`src/verilog/fsp_pkg.sv`:
```
// Constants, register layout and types for the flash self-program sequencer.
// Assumes a 200 MHz system clock; imported by the sequencer and the bench, not by the buffer or its interface.
package fsp_pkg;
	// Register map (one 32-bit word each, data in the low 16 bits at most)
	localparam logic [3:0] CTRL_OFFSET     = 4'h0;
	localparam logic [3:0] POINTER_OFFSET  = 4'h4;
	localparam logic [3:0] DATA_OFFSET     = 4'h8;
	localparam logic [3:0] STROBE_OFFSET   = 4'hC;
	localparam logic [7:0] CTRL_RESET      = 8'h00;
	// Control bit positions
	localparam int         BIT_RDY_IE      = 7;
	localparam int         BIT_BUSY        = 6;
	localparam int         BIT_SECT_RE     = 4;
	localparam int         BIT_LOCK_SEL    = 3;
	localparam int         BIT_PG_WRITE    = 2;
	localparam int         BIT_PG_ERASE    = 1;
	localparam int         BIT_PROG_EN     = 0;
	// Accepted command patterns in the low five bits
	localparam logic [4:0] CMD_SECT_RE     = 5'h11;
	localparam logic [4:0] CMD_LOCK_READ   = 5'h09;
	localparam logic [4:0] CMD_PG_WRITE    = 5'h05;
	localparam logic [4:0] CMD_PG_ERASE    = 5'h03;
	localparam logic [4:0] CMD_LOAD        = 5'h01;
	// Strobe register bits
	localparam int         STB_STORE       = 0;
	localparam int         STB_EEPROM_WR   = 1;
	localparam int         STB_GLOBAL_IE   = 2;
	// Timing
	localparam int         ARM_WINDOW_CYC  = 4;
	localparam int         CLK_MHZ         = 200;
	localparam int         PROG_TIME_US    = 4500;
	localparam int         PROG_CYC        = PROG_TIME_US * CLK_MHZ;
	typedef enum logic [1:0] {
		FSP_IDLE  = 2'b00,
		FSP_ARMED = 2'b01,
		FSP_BUSY  = 2'b11
	} fsp_state_t;
endpackage : fsp_pkg

```
`src/verilog/fsp_buf_if.sv`:
```
// Carrier between sequencer and page buffer.
// Assumes both ends share the system clock.
`timescale 1ns/1ps
`default_nettype none
interface fsp_buf_if #(parameter int WORD_BITS = 5);
	logic                 clear;
	logic                 load;
	logic [WORD_BITS-1:0] word_addr;
	logic [15:0]          load_data;
	logic [WORD_BITS-1:0] read_addr;
	logic [15:0]          read_data;
	modport seq (output clear, output load, output word_addr, output load_data,
		output read_addr, input read_data);
	modport buffer (input clear, input load, input word_addr, input load_data,
		input read_addr, output read_data);
endinterface : fsp_buf_if
`default_nettype wire

```
`src/verilog/fsp_page_buffer.sv`:
```
// Temporary page buffer with per-word valid bits.
// Assumes a synchronous clear and one load per cycle.
`timescale 1ns/1ps
`default_nettype none
module fsp_page_buffer #(
	parameter int WORD_BITS = 5
) (
	// System
	input  wire logic clock,
	input  wire logic reset_n,
	// Sequencer side
	fsp_buf_if.buffer bus
);
	localparam int WORDS = 1 << WORD_BITS;
	logic [15:0]      mem [WORDS];
	logic [WORDS-1:0] valid;

	// Unloaded words read as erased flash; a load in the clearing cycle survives
	always_ff @(posedge clock) begin
		if (!reset_n) begin
			valid <= '0;
		end else begin
			if (bus.clear) begin
				valid <= '0;
			end
			if (bus.load) begin
				valid[bus.word_addr] <= 1'b1;
			end
		end
	end

	always_ff @(posedge clock) begin
		if (bus.load) begin
			mem[bus.word_addr] <= bus.load_data;
		end
	end

	assign bus.read_data = valid[bus.read_addr] ? mem[bus.read_addr] : 16'hFFFF;
endmodule : fsp_page_buffer
`default_nettype wire

```
`src/verilog/fsp_sequencer.sv`:
```
// Flash self-program sequencer: control register, arming window, buffer and flash port.
// Assumes the core's store-program strobe and EEPROM activity arrive as register writes.
`timescale 1ns/1ps
`default_nettype none
// Operation
// RQ1: Code 00000011 then store within four cycles erases the addressed page.
// RQ2: Erase uses only the page field of the pointer.
// RQ3: Core stall holds for the whole erase.
// RQ4: Code 00000001 then store within four cycles loads one buffer word.
// RQ5: Buffer word chosen by the word field of the pointer.
// RQ6: Buffer cleared after page write, section read enable, and reset.
// RQ7: Software loads each buffer word at most once between clears.
// RQ8: EEPROM write during page loading discards the buffer.
// RQ9: Code 00000101 then store within four cycles writes buffer to page.
// RQ10: Software zeroes pointer bits outside the page field for writes.
// RQ11: Core stall holds for the whole page write.
// RQ12: Software erases a page before writing it.
// RQ13: Software uses the same page number for erase and write.
// RQ14: Buffer loads accepted in any word order.
// RQ15: Store accepted regardless of fetch address; no boot section.
// RQ16: Address low bits pick word in page, high bits pick page.
// RQ17: Byte reads use pointer bit zero as byte select.
// RQ18: Enable clears after store or four idle cycles; stays during erase/write.
// RQ19: Other low-five-bit patterns are ignored.
// RQ20: EEPROM write in progress blocks programming and lock reads.
// RQ21: Ready interrupt requested while enables set and programming enable clear.
// RQ22: Duration counter holds stall and enable until expiry.
module fsp_sequencer
	import fsp_pkg::*;
#(
	parameter int WORD_BITS = 5,
	parameter int PAGE_BITS = 7,
	parameter int PROG_CYCLES = PROG_CYC
) (
	// System
	input  wire logic                           clock,
	input  wire logic                           reset_n,
	// Avalon-MM slave
	input  wire logic [3:0]                     avs_address,
	input  wire logic                           avs_read,
	input  wire logic                           avs_write,
	input  wire logic [31:0]                    avs_writedata,
	output logic      [31:0]                    avs_readdata,
	output logic                                avs_waitrequest,
	// Core status
	input  wire logic                           eeprom_busy,
	output logic                                core_stall,
	output logic                                ready_irq,
	// Flash array
	output logic                                flash_erase,
	output logic                                flash_write,
	output logic      [PAGE_BITS-1:0]           flash_page,
	output logic      [15:0]                    flash_wdata,
	output logic      [WORD_BITS-1:0]           flash_word,
	output logic      [PAGE_BITS+WORD_BITS:0]   read_byte_addr
);
	localparam int PTR_BITS = PAGE_BITS + WORD_BITS + 1;

	fsp_state_t           state;
	logic [7:0]           ctrl;
	logic [15:0]          pointer;
	logic [15:0]          data_pair;
	logic [2:0]           arm_cnt;
	logic [31:0]          dur_cnt;
	logic                 global_ie;
	logic                 loading;
	logic                 ack;
	logic                 wr_ctrl;
	logic                 wr_strobe;
	logic                 store;
	logic                 eeprom_wr;

	fsp_buf_if #(.WORD_BITS(WORD_BITS)) buf_bus ();

	fsp_page_buffer #(.WORD_BITS(WORD_BITS)) fsp_page_buffer_inst (
		.clock   (clock),
		.reset_n (reset_n),
		.bus     (buf_bus)
	);

	function automatic logic cmd_legal(input logic [4:0] c);
		return c == CMD_SECT_RE || c == CMD_LOCK_READ || c == CMD_PG_WRITE
			|| c == CMD_PG_ERASE || c == CMD_LOAD;
	endfunction : cmd_legal

	function automatic logic [PAGE_BITS-1:0] page_of(input logic [15:0] p);
		return p[WORD_BITS+PAGE_BITS:WORD_BITS+1];
	endfunction : page_of

	// One wait state: every access answers at the second edge
	assign avs_waitrequest = (avs_read || avs_write) && !ack;
	assign wr_ctrl   = avs_write && ack && avs_address == CTRL_OFFSET;
	assign wr_strobe = avs_write && ack && avs_address == STROBE_OFFSET;
	assign store     = wr_strobe && avs_writedata[STB_STORE];
	assign eeprom_wr = wr_strobe && avs_writedata[STB_EEPROM_WR];

	always_ff @(posedge clock) begin
		if (!reset_n) begin
			ack <= 1'b0;
		end else begin
			ack <= (avs_read || avs_write) && !ack;
		end
	end

	always_ff @(posedge clock) begin
		if (!reset_n) begin
			avs_readdata <= '0;
		end else if (avs_read && !ack) begin
			case (avs_address)
				CTRL_OFFSET:    avs_readdata <= {24'h0000_00, ctrl};
				POINTER_OFFSET: avs_readdata <= {16'h0000, pointer};
				DATA_OFFSET:    avs_readdata <= {16'h0000, data_pair};
				STROBE_OFFSET:  avs_readdata <= {29'h0000_0000, global_ie, eeprom_busy,
					state == FSP_BUSY};
				default:        avs_readdata <= '0;
			endcase
		end
	end

	always_ff @(posedge clock) begin
		if (!reset_n) begin
			pointer   <= 16'h0000;
			data_pair <= 16'h0000;
			global_ie <= 1'b0;
		end else if (avs_write && ack) begin
			if (avs_address == POINTER_OFFSET) begin
				pointer <= avs_writedata[15:0];
			end
			if (avs_address == DATA_OFFSET) begin
				data_pair <= avs_writedata[15:0];
			end
			if (avs_address == STROBE_OFFSET) begin
				global_ie <= avs_writedata[STB_GLOBAL_IE];
			end
		end
	end

	// Sequencer; store accepted from any fetch address // see RQ15
	always_ff @(posedge clock) begin
		if (!reset_n) begin
			state   <= FSP_IDLE;
			ctrl    <= CTRL_RESET;
			arm_cnt <= '0;
			dur_cnt <= '0;
		end else begin
			if (wr_ctrl) begin
				ctrl[BIT_RDY_IE] <= avs_writedata[BIT_RDY_IE];
			end
			case (state)
				FSP_IDLE: begin
					// Blocked while EEPROM busy // see RQ20
					if (wr_ctrl && cmd_legal(avs_writedata[4:0]) && !eeprom_busy) begin // see RQ19
						ctrl[4:0] <= avs_writedata[4:0];
						arm_cnt   <= 3'(ARM_WINDOW_CYC);
						state     <= FSP_ARMED;
					end
				end
				FSP_ARMED: begin
					if (store && ctrl[4:0] inside {CMD_PG_ERASE, CMD_PG_WRITE}) begin // see RQ1, RQ9
						dur_cnt <= 32'(PROG_CYCLES); // see RQ22
						state   <= FSP_BUSY;
					end else if (store || arm_cnt == 3'd1) begin
						ctrl[4:0] <= 5'h00; // see RQ18
						state     <= FSP_IDLE;
					end else begin
						arm_cnt <= arm_cnt - 3'd1;
					end
				end
				FSP_BUSY: begin
					if (dur_cnt <= 32'd1) begin
						ctrl[4:0] <= 5'h00; // see RQ18
						state     <= FSP_IDLE;
					end else begin
						dur_cnt <= dur_cnt - 32'd1;
					end
				end
				default: state <= FSP_IDLE;
			endcase
		end
	end

	// Stall covers the full erase or write // see RQ3, RQ11, RQ22
	assign core_stall = state == FSP_BUSY;
	assign ready_irq  = ctrl[BIT_RDY_IE] && global_ie && !ctrl[BIT_PROG_EN]; // see RQ21

	// Loading phase spans first load to the next clear
	always_ff @(posedge clock) begin
		if (!reset_n) begin
			loading <= 1'b0;
		end else if (buf_bus.load) begin
			loading <= 1'b1;
		end else if (buf_bus.clear) begin
			loading <= 1'b0;
		end
	end

	// Arbitrary word order accepted // see RQ14
	assign buf_bus.load = state == FSP_ARMED && store && ctrl[4:0] == CMD_LOAD; // see RQ4
	assign buf_bus.word_addr = pointer[WORD_BITS:1]; // see RQ5, RQ16
	assign buf_bus.load_data = data_pair;
	// Read one word ahead so address and data leave the flops together
	assign buf_bus.read_addr = (state == FSP_BUSY) ? WORD_BITS'(flash_word + 1'b1) : '0;
	// see RQ6, RQ8
	assign buf_bus.clear = (state == FSP_BUSY && dur_cnt <= 32'd1 && ctrl[BIT_PG_WRITE])
		|| (state == FSP_ARMED && ctrl[4:0] == CMD_SECT_RE)
		|| (eeprom_wr && loading);

	// Flash array strobes and addresses
	always_ff @(posedge clock) begin
		if (!reset_n) begin
			flash_erase <= 1'b0;
			flash_write <= 1'b0;
			flash_page  <= '0;
			flash_word  <= '0;
			flash_wdata <= '0;
		end else begin
			flash_erase <= state == FSP_ARMED && store && ctrl[4:0] == CMD_PG_ERASE;
			flash_write <= state == FSP_ARMED && store && ctrl[4:0] == CMD_PG_WRITE;
			if (state == FSP_ARMED && store) begin
				flash_page  <= page_of(pointer); // see RQ2, RQ16
				flash_word  <= '0;
				flash_wdata <= buf_bus.read_data;
			end else if (state == FSP_BUSY && ctrl[BIT_PG_WRITE]) begin
				flash_word  <= flash_word + 1'b1;
				flash_wdata <= buf_bus.read_data;
			end
		end
	end

	// Byte address includes pointer bit zero // see RQ17
	assign read_byte_addr = pointer[PTR_BITS-1:0];
endmodule : fsp_sequencer
`default_nettype wire

```
`config.mk`:
```
export PLATFORM = sky130hd
export DESIGN_NAME = fsp_sequencer
export DESIGN_NICKNAME = d
export VERILOG_FILES = /design/src/verilog/fsp_pkg.sv /design/src/verilog/fsp_buf_if.sv /design/src/verilog/fsp_page_buffer.sv /design/src/verilog/fsp_sequencer.sv
export SDC_FILE = /design/constraint.sdc
export NUM_CORES = 1
export LEC_CHECK = 0
export BUFFER_PORTS_ARGS = -buffer_cell sky130_fd_sc_hd__buf_2
export CELL_PAD_IN_SITES_DETAIL_PLACEMENT = 1
export CELL_PAD_IN_SITES_GLOBAL_PLACEMENT = 1
export CORE_MARGIN = 2
export CORE_UTILIZATION = 40
export CTS_BUF_LIST = sky130_fd_sc_hd__clkbuf_4
export DETAILED_ROUTE_END_ITERATION = 10
export GPL_TIMING_DRIVEN = 0
export PLACE_DENSITY_LB_ADDON = 0.1
export SYNTH_ARGS = -nofsm -noshare
export SYNTH_HDL_FRONTEND = slang
export SYNTH_SLANG_ARGS = --single-unit
```
`constraint.sdc`:
```
create_clock -name clock -period 6.5 [get_ports clock]
set_clock_uncertainty 0.05 [all_clocks]
set_input_delay 0.325 -clock clock [delete_from_list [all_inputs] [get_ports clock]]
set_output_delay 0.325 -clock clock [all_outputs]
set_load 0.03 [all_outputs]
```
==> key figures <==
Critical path
  – R2r setup slk: 2.09 ns
  – RR Endpoint: flash_wdata[11]
  – Max stage delay cell, worst path: o31ai_1
  – Most frequent CP cell: a21oi_1
  – Slowest stage delay, CP: slightly above 0.9 ns
  – Setup CP Type: reg2reg
  – Worst Reg-to-Reg Cells: 9
  – CP Max Fanout: 10
  – WP data required: 7.39 ns
  – Crit. End Element: register
  – Crit-path cells: ha_1 -> xor2_1 -> clkbuf_1 -> buf_2 -> a221o_1 -> a21oi_1 -> o31ai_1 -> o22ai_1 -> a21oi_1
  – Critical path data arrival time: ~5.3 ns
  – Crit Reg-Reg Startpoint: flash_word[0]
  – CP startpoint kind: register

Power and ir drop
  – Pint: 6.598 mW
  – P_sw: about 1.9 mW
  – Worst vdd ir: between 0.00015 and 0.0002 V
  – Switch share: 22.50%
  – P_leak: 12.28 nW
  – Pwr dens: roughly 260 nW/um^2
  – Reg power frac: a little over half
  – Comb pwr share: between 1.5 and 2%
  – Clock power frac: 45.0%

Die
  – DIE HEIGHT: between 200 and 300 um
  – Initial cell density of the core: between 40% and 50%
  – Die width: ~270 um
  – Site Rows: 96
  – Core area: 68590 sq um
  – Die Footprint: 71490 sq um
  – IO Pins: 119

Detailed routing
  – Drt wl/cell: 27.50 um
  – DRT iter0 DRCs: ~1600
  – Final ANT Viol Nets: 0
  – DR vias/cell: about 5.7
  – Routed wire length: 95420 um
  – Drc violations: 0
  – Drt first pass iters: 5
  – DR vias: between 15000 and 20000

STA
  – Setup-failing EPs final: 0
  – Max-slew headroom: 8.957%
  – Max-slew violation count: 0
  – Setup TNS Final: 0 ns
  – Final hold vios: 0
  – Post-route clock period utilization: 67.84%
  – RSZ-0062 raised after global routing: no
  – Final WS setup: 2.090 ns
  – Tmin final: roughly 4.4 ns
  – Fmax: 226.8 MHz
  – Worst slew pin tran: between 1 and 1.5 ns

Synthesis
  – Cells after Synth: between 2000 and 2500
  – Ys Warns: 0
  – Commonest cells post-synth: edfxtp_1 (512), nand2_1 (185), dfxtp_1 (156), clkbuf_1 (102), nor2_1 (98)
  – Unique masters post-synth: 73
  – Sequential share of the synthesized area: between 60 and 70%
  – Largest area contributor in the netlist: edfxtp_1
  – Synth top area share: a little under three fifths
  – Number of synthesized flops with an enable pin: between 500 and 600
  – Post-synth top flop: edfxtp_1
  – Top-count cell post-synth: edfxtp_1
  – FF+latch count, synth: roughly 670
  – Area contributors post-synth: edfxtp_1 (55%), dfxtp_1 (11%), mux4_2 (2.8%)
  – Avg Cell Area, Syn: 13.66 sq um
  – Cell area after synthesis: between 20000 and 30000 sq um
  – Async SR Flop Fraction: 0%

Global route
  – Largest net degree at the start of global routing: 35
  – Vias in the first global route: 20880
  – Overflow after GRT: 0
  – Total Routing Usage GR: 26.96%
  – Initial antenna violation count: 4
  – Global-route wire length before repair: roughly 140000 um

Clocking
  – Clock root cell: clkbuf_4
  – Worst-case clock buffer depth: 3
  – Post_cts resized: 0
  – TritonCTS clock tree: yes
  – Clk sinks: approximately 670
  – H-Tree Depth: 4
  – Clock Latency Late Sink: 1.02 ns
  – Clk slew on worst S/H paths: 0.06 ns
  – CTS buffer count: 179

Finish
  – Final instance area: roughly 33000 sq um
  – Cell Count, Final, Fillers Out: 3470
  – Area grow syn2layout: 18.42%
  – Layout Utilization: about 48%
  – Final nets: ~2400
  – Fillers: roughly 7000
  – Share of cells above drive strength 1: 24.29%

Worst hold path
  – Hold EP: pointer[14]
  – HP Start: avs_writedata[14]
  – Hold Path Depth: 4
  – Worst hold-check path type: in2reg

Placement
  – Final HPWL DP: around 66000 um
  – Placed Cells: between 3000 and 4000
  – Final GP Congestion: 0.8644
  – I/O Buffers: 83
  – Pre-CTS setup slack: roughly 1.8 ns
  – DP Area: approximately 30000 sq um

Run status
  – Status: finished clean

Run
  – Max-capacitance violation count: 0
==> routing by layer <==
layer  GRT usage [%]  share of wire [%]  vias up
li1                -                  -     8680
met1           35.67                 43    10130
met2           43.17                 47      780
met3           6.170                7.2      175
met4           10.37                3.2        0
met5               0                  0        -
==> kinds of logic (layout without fill, tap and decap cells) <==
family / count (synthesis) / in the layout / synth area share (%)
fa+ha+maj: 6 / 6 / 0.2615
flops: 668 / 668 / 66.66
other cells: 1 / 23 / 0.01351
compound gates: 450 / 450 / 11.94
simple gates: 547 / 547 / 10.22
xor+xnor: 30 / 30 / 0.9469
buf+inv: 186 / 672 / 3.057
mux: 143 / 143 / 6.904
==> stage by stage <==
| stage | power, mW | hold WS [ns] |
|---|---|---|
| after CTS | 8.580 | 0.001112 |
| after floorplan | 4.710 | 0.3849 |
| after detailed placement | 4.757 | 0.4052 |
| final | 8.514 | 0.09259 |
| after global placement | 4.754 | 0.4006 |
| after global routing | 8.809 | 0.02767 |
==> sequential cells by signal (all words and copies together) (netlist names), 5 cells and up <==
register and cells:
flash_wdata 16, fsp_page_buffer_inst.valid 32, avs_readdata 16, pointer 16, flash_word 5, dur_cnt 32, flash_page 7, fsp_page_buffer_inst.mem 512
buf_bus.load_data 16, ctrl 6
==> worst max path at each step <==
stage | start | to | slack [ns] | depth (start not counted)
floorplan | avs_address[2] | fsp_page_buffer_inst.mem[24][0] | 3.40 | 7
global placement | avs_address[2] | fsp_page_buffer_inst.mem[26][9] | 1.16 | 7
detailed placement | avs_address[2] | fsp_page_buffer_inst.mem[24][8] | 1.84 | 8
CTS | ack | fsp_page_buffer_inst.mem[24][11] | 1.91 | 8
global route | flash_word[0] | flash_wdata[4] | 2.02 | 9
finish | flash_word[0] | flash_wdata[11] | 2.09 | 9
==> layout by cell type (no fill, tap or decap), types with 33 or more instances in the layout <==
cell type      count
a21boi_0          47
clkbuf_1         102
mux2_2            47
mux2i_1           62
nor2b_1           54
clkbuf_4         275
o22ai_1           37
mux4_2            34
a21oi_1           62
edfxtp_1         512
clkinv_1          35
a22oi_1           43
dfxtp_1          143
nor2_1            66
nand2b_1          34
nand3_1           33
dlygate4sd3_1     42
nand2_1          185
buf_2            116
==> power groups by stage <==
stage / clock, mW / sequential (mW) / combinational, mW
after CTS: 3.90 / 4.55 / 0.133
after detailed placement: 0 / 4.64 / 0.115
after floorplan: 0 / 4.65 / 0.0630
after global placement: 0 / 4.64 / 0.112
final: 3.83 / 4.55 / 0.134
after global routing: 4.12 / 4.55 / 0.143
==> cell type report <==
type	count	area (sq um)	area share (%)
Antenna cell	7	17.52	0.05331
Tap cell	931	1165	3.545
Multi-Input combinational cell	1192	8549	26.02
Clock buffer	274	2057	6.260
Buffer	176	810.8	2.468
Inverter	10	37.54	0.1142
Timing Repair Buffer	162	1424	4.333
Sequential cell	668	18510	56.35
Clock inverter	50	282.8	0.8606
==> timing repair <==
action | CTS | global route
hold endpoints to repair | 65 | 0
buffers inserted | 0 | 0
hold buffers | 42 | 0
endpoints found under the setup margin | 0 | 0
==> critical path, delay by kind of cell, from the launching register on <==
kind / cells / cell delay [ns]
adders and majority gates: 1 / 0.30
DFF: 1 / 0.50
AOI/OAI and AO/OA: 5 / 1.73
xor gates and xnor gates: 1 / 0.74
buffers and inverters: 2 / 1.01
Note: power is estimated with default switching activity, not from simulation.
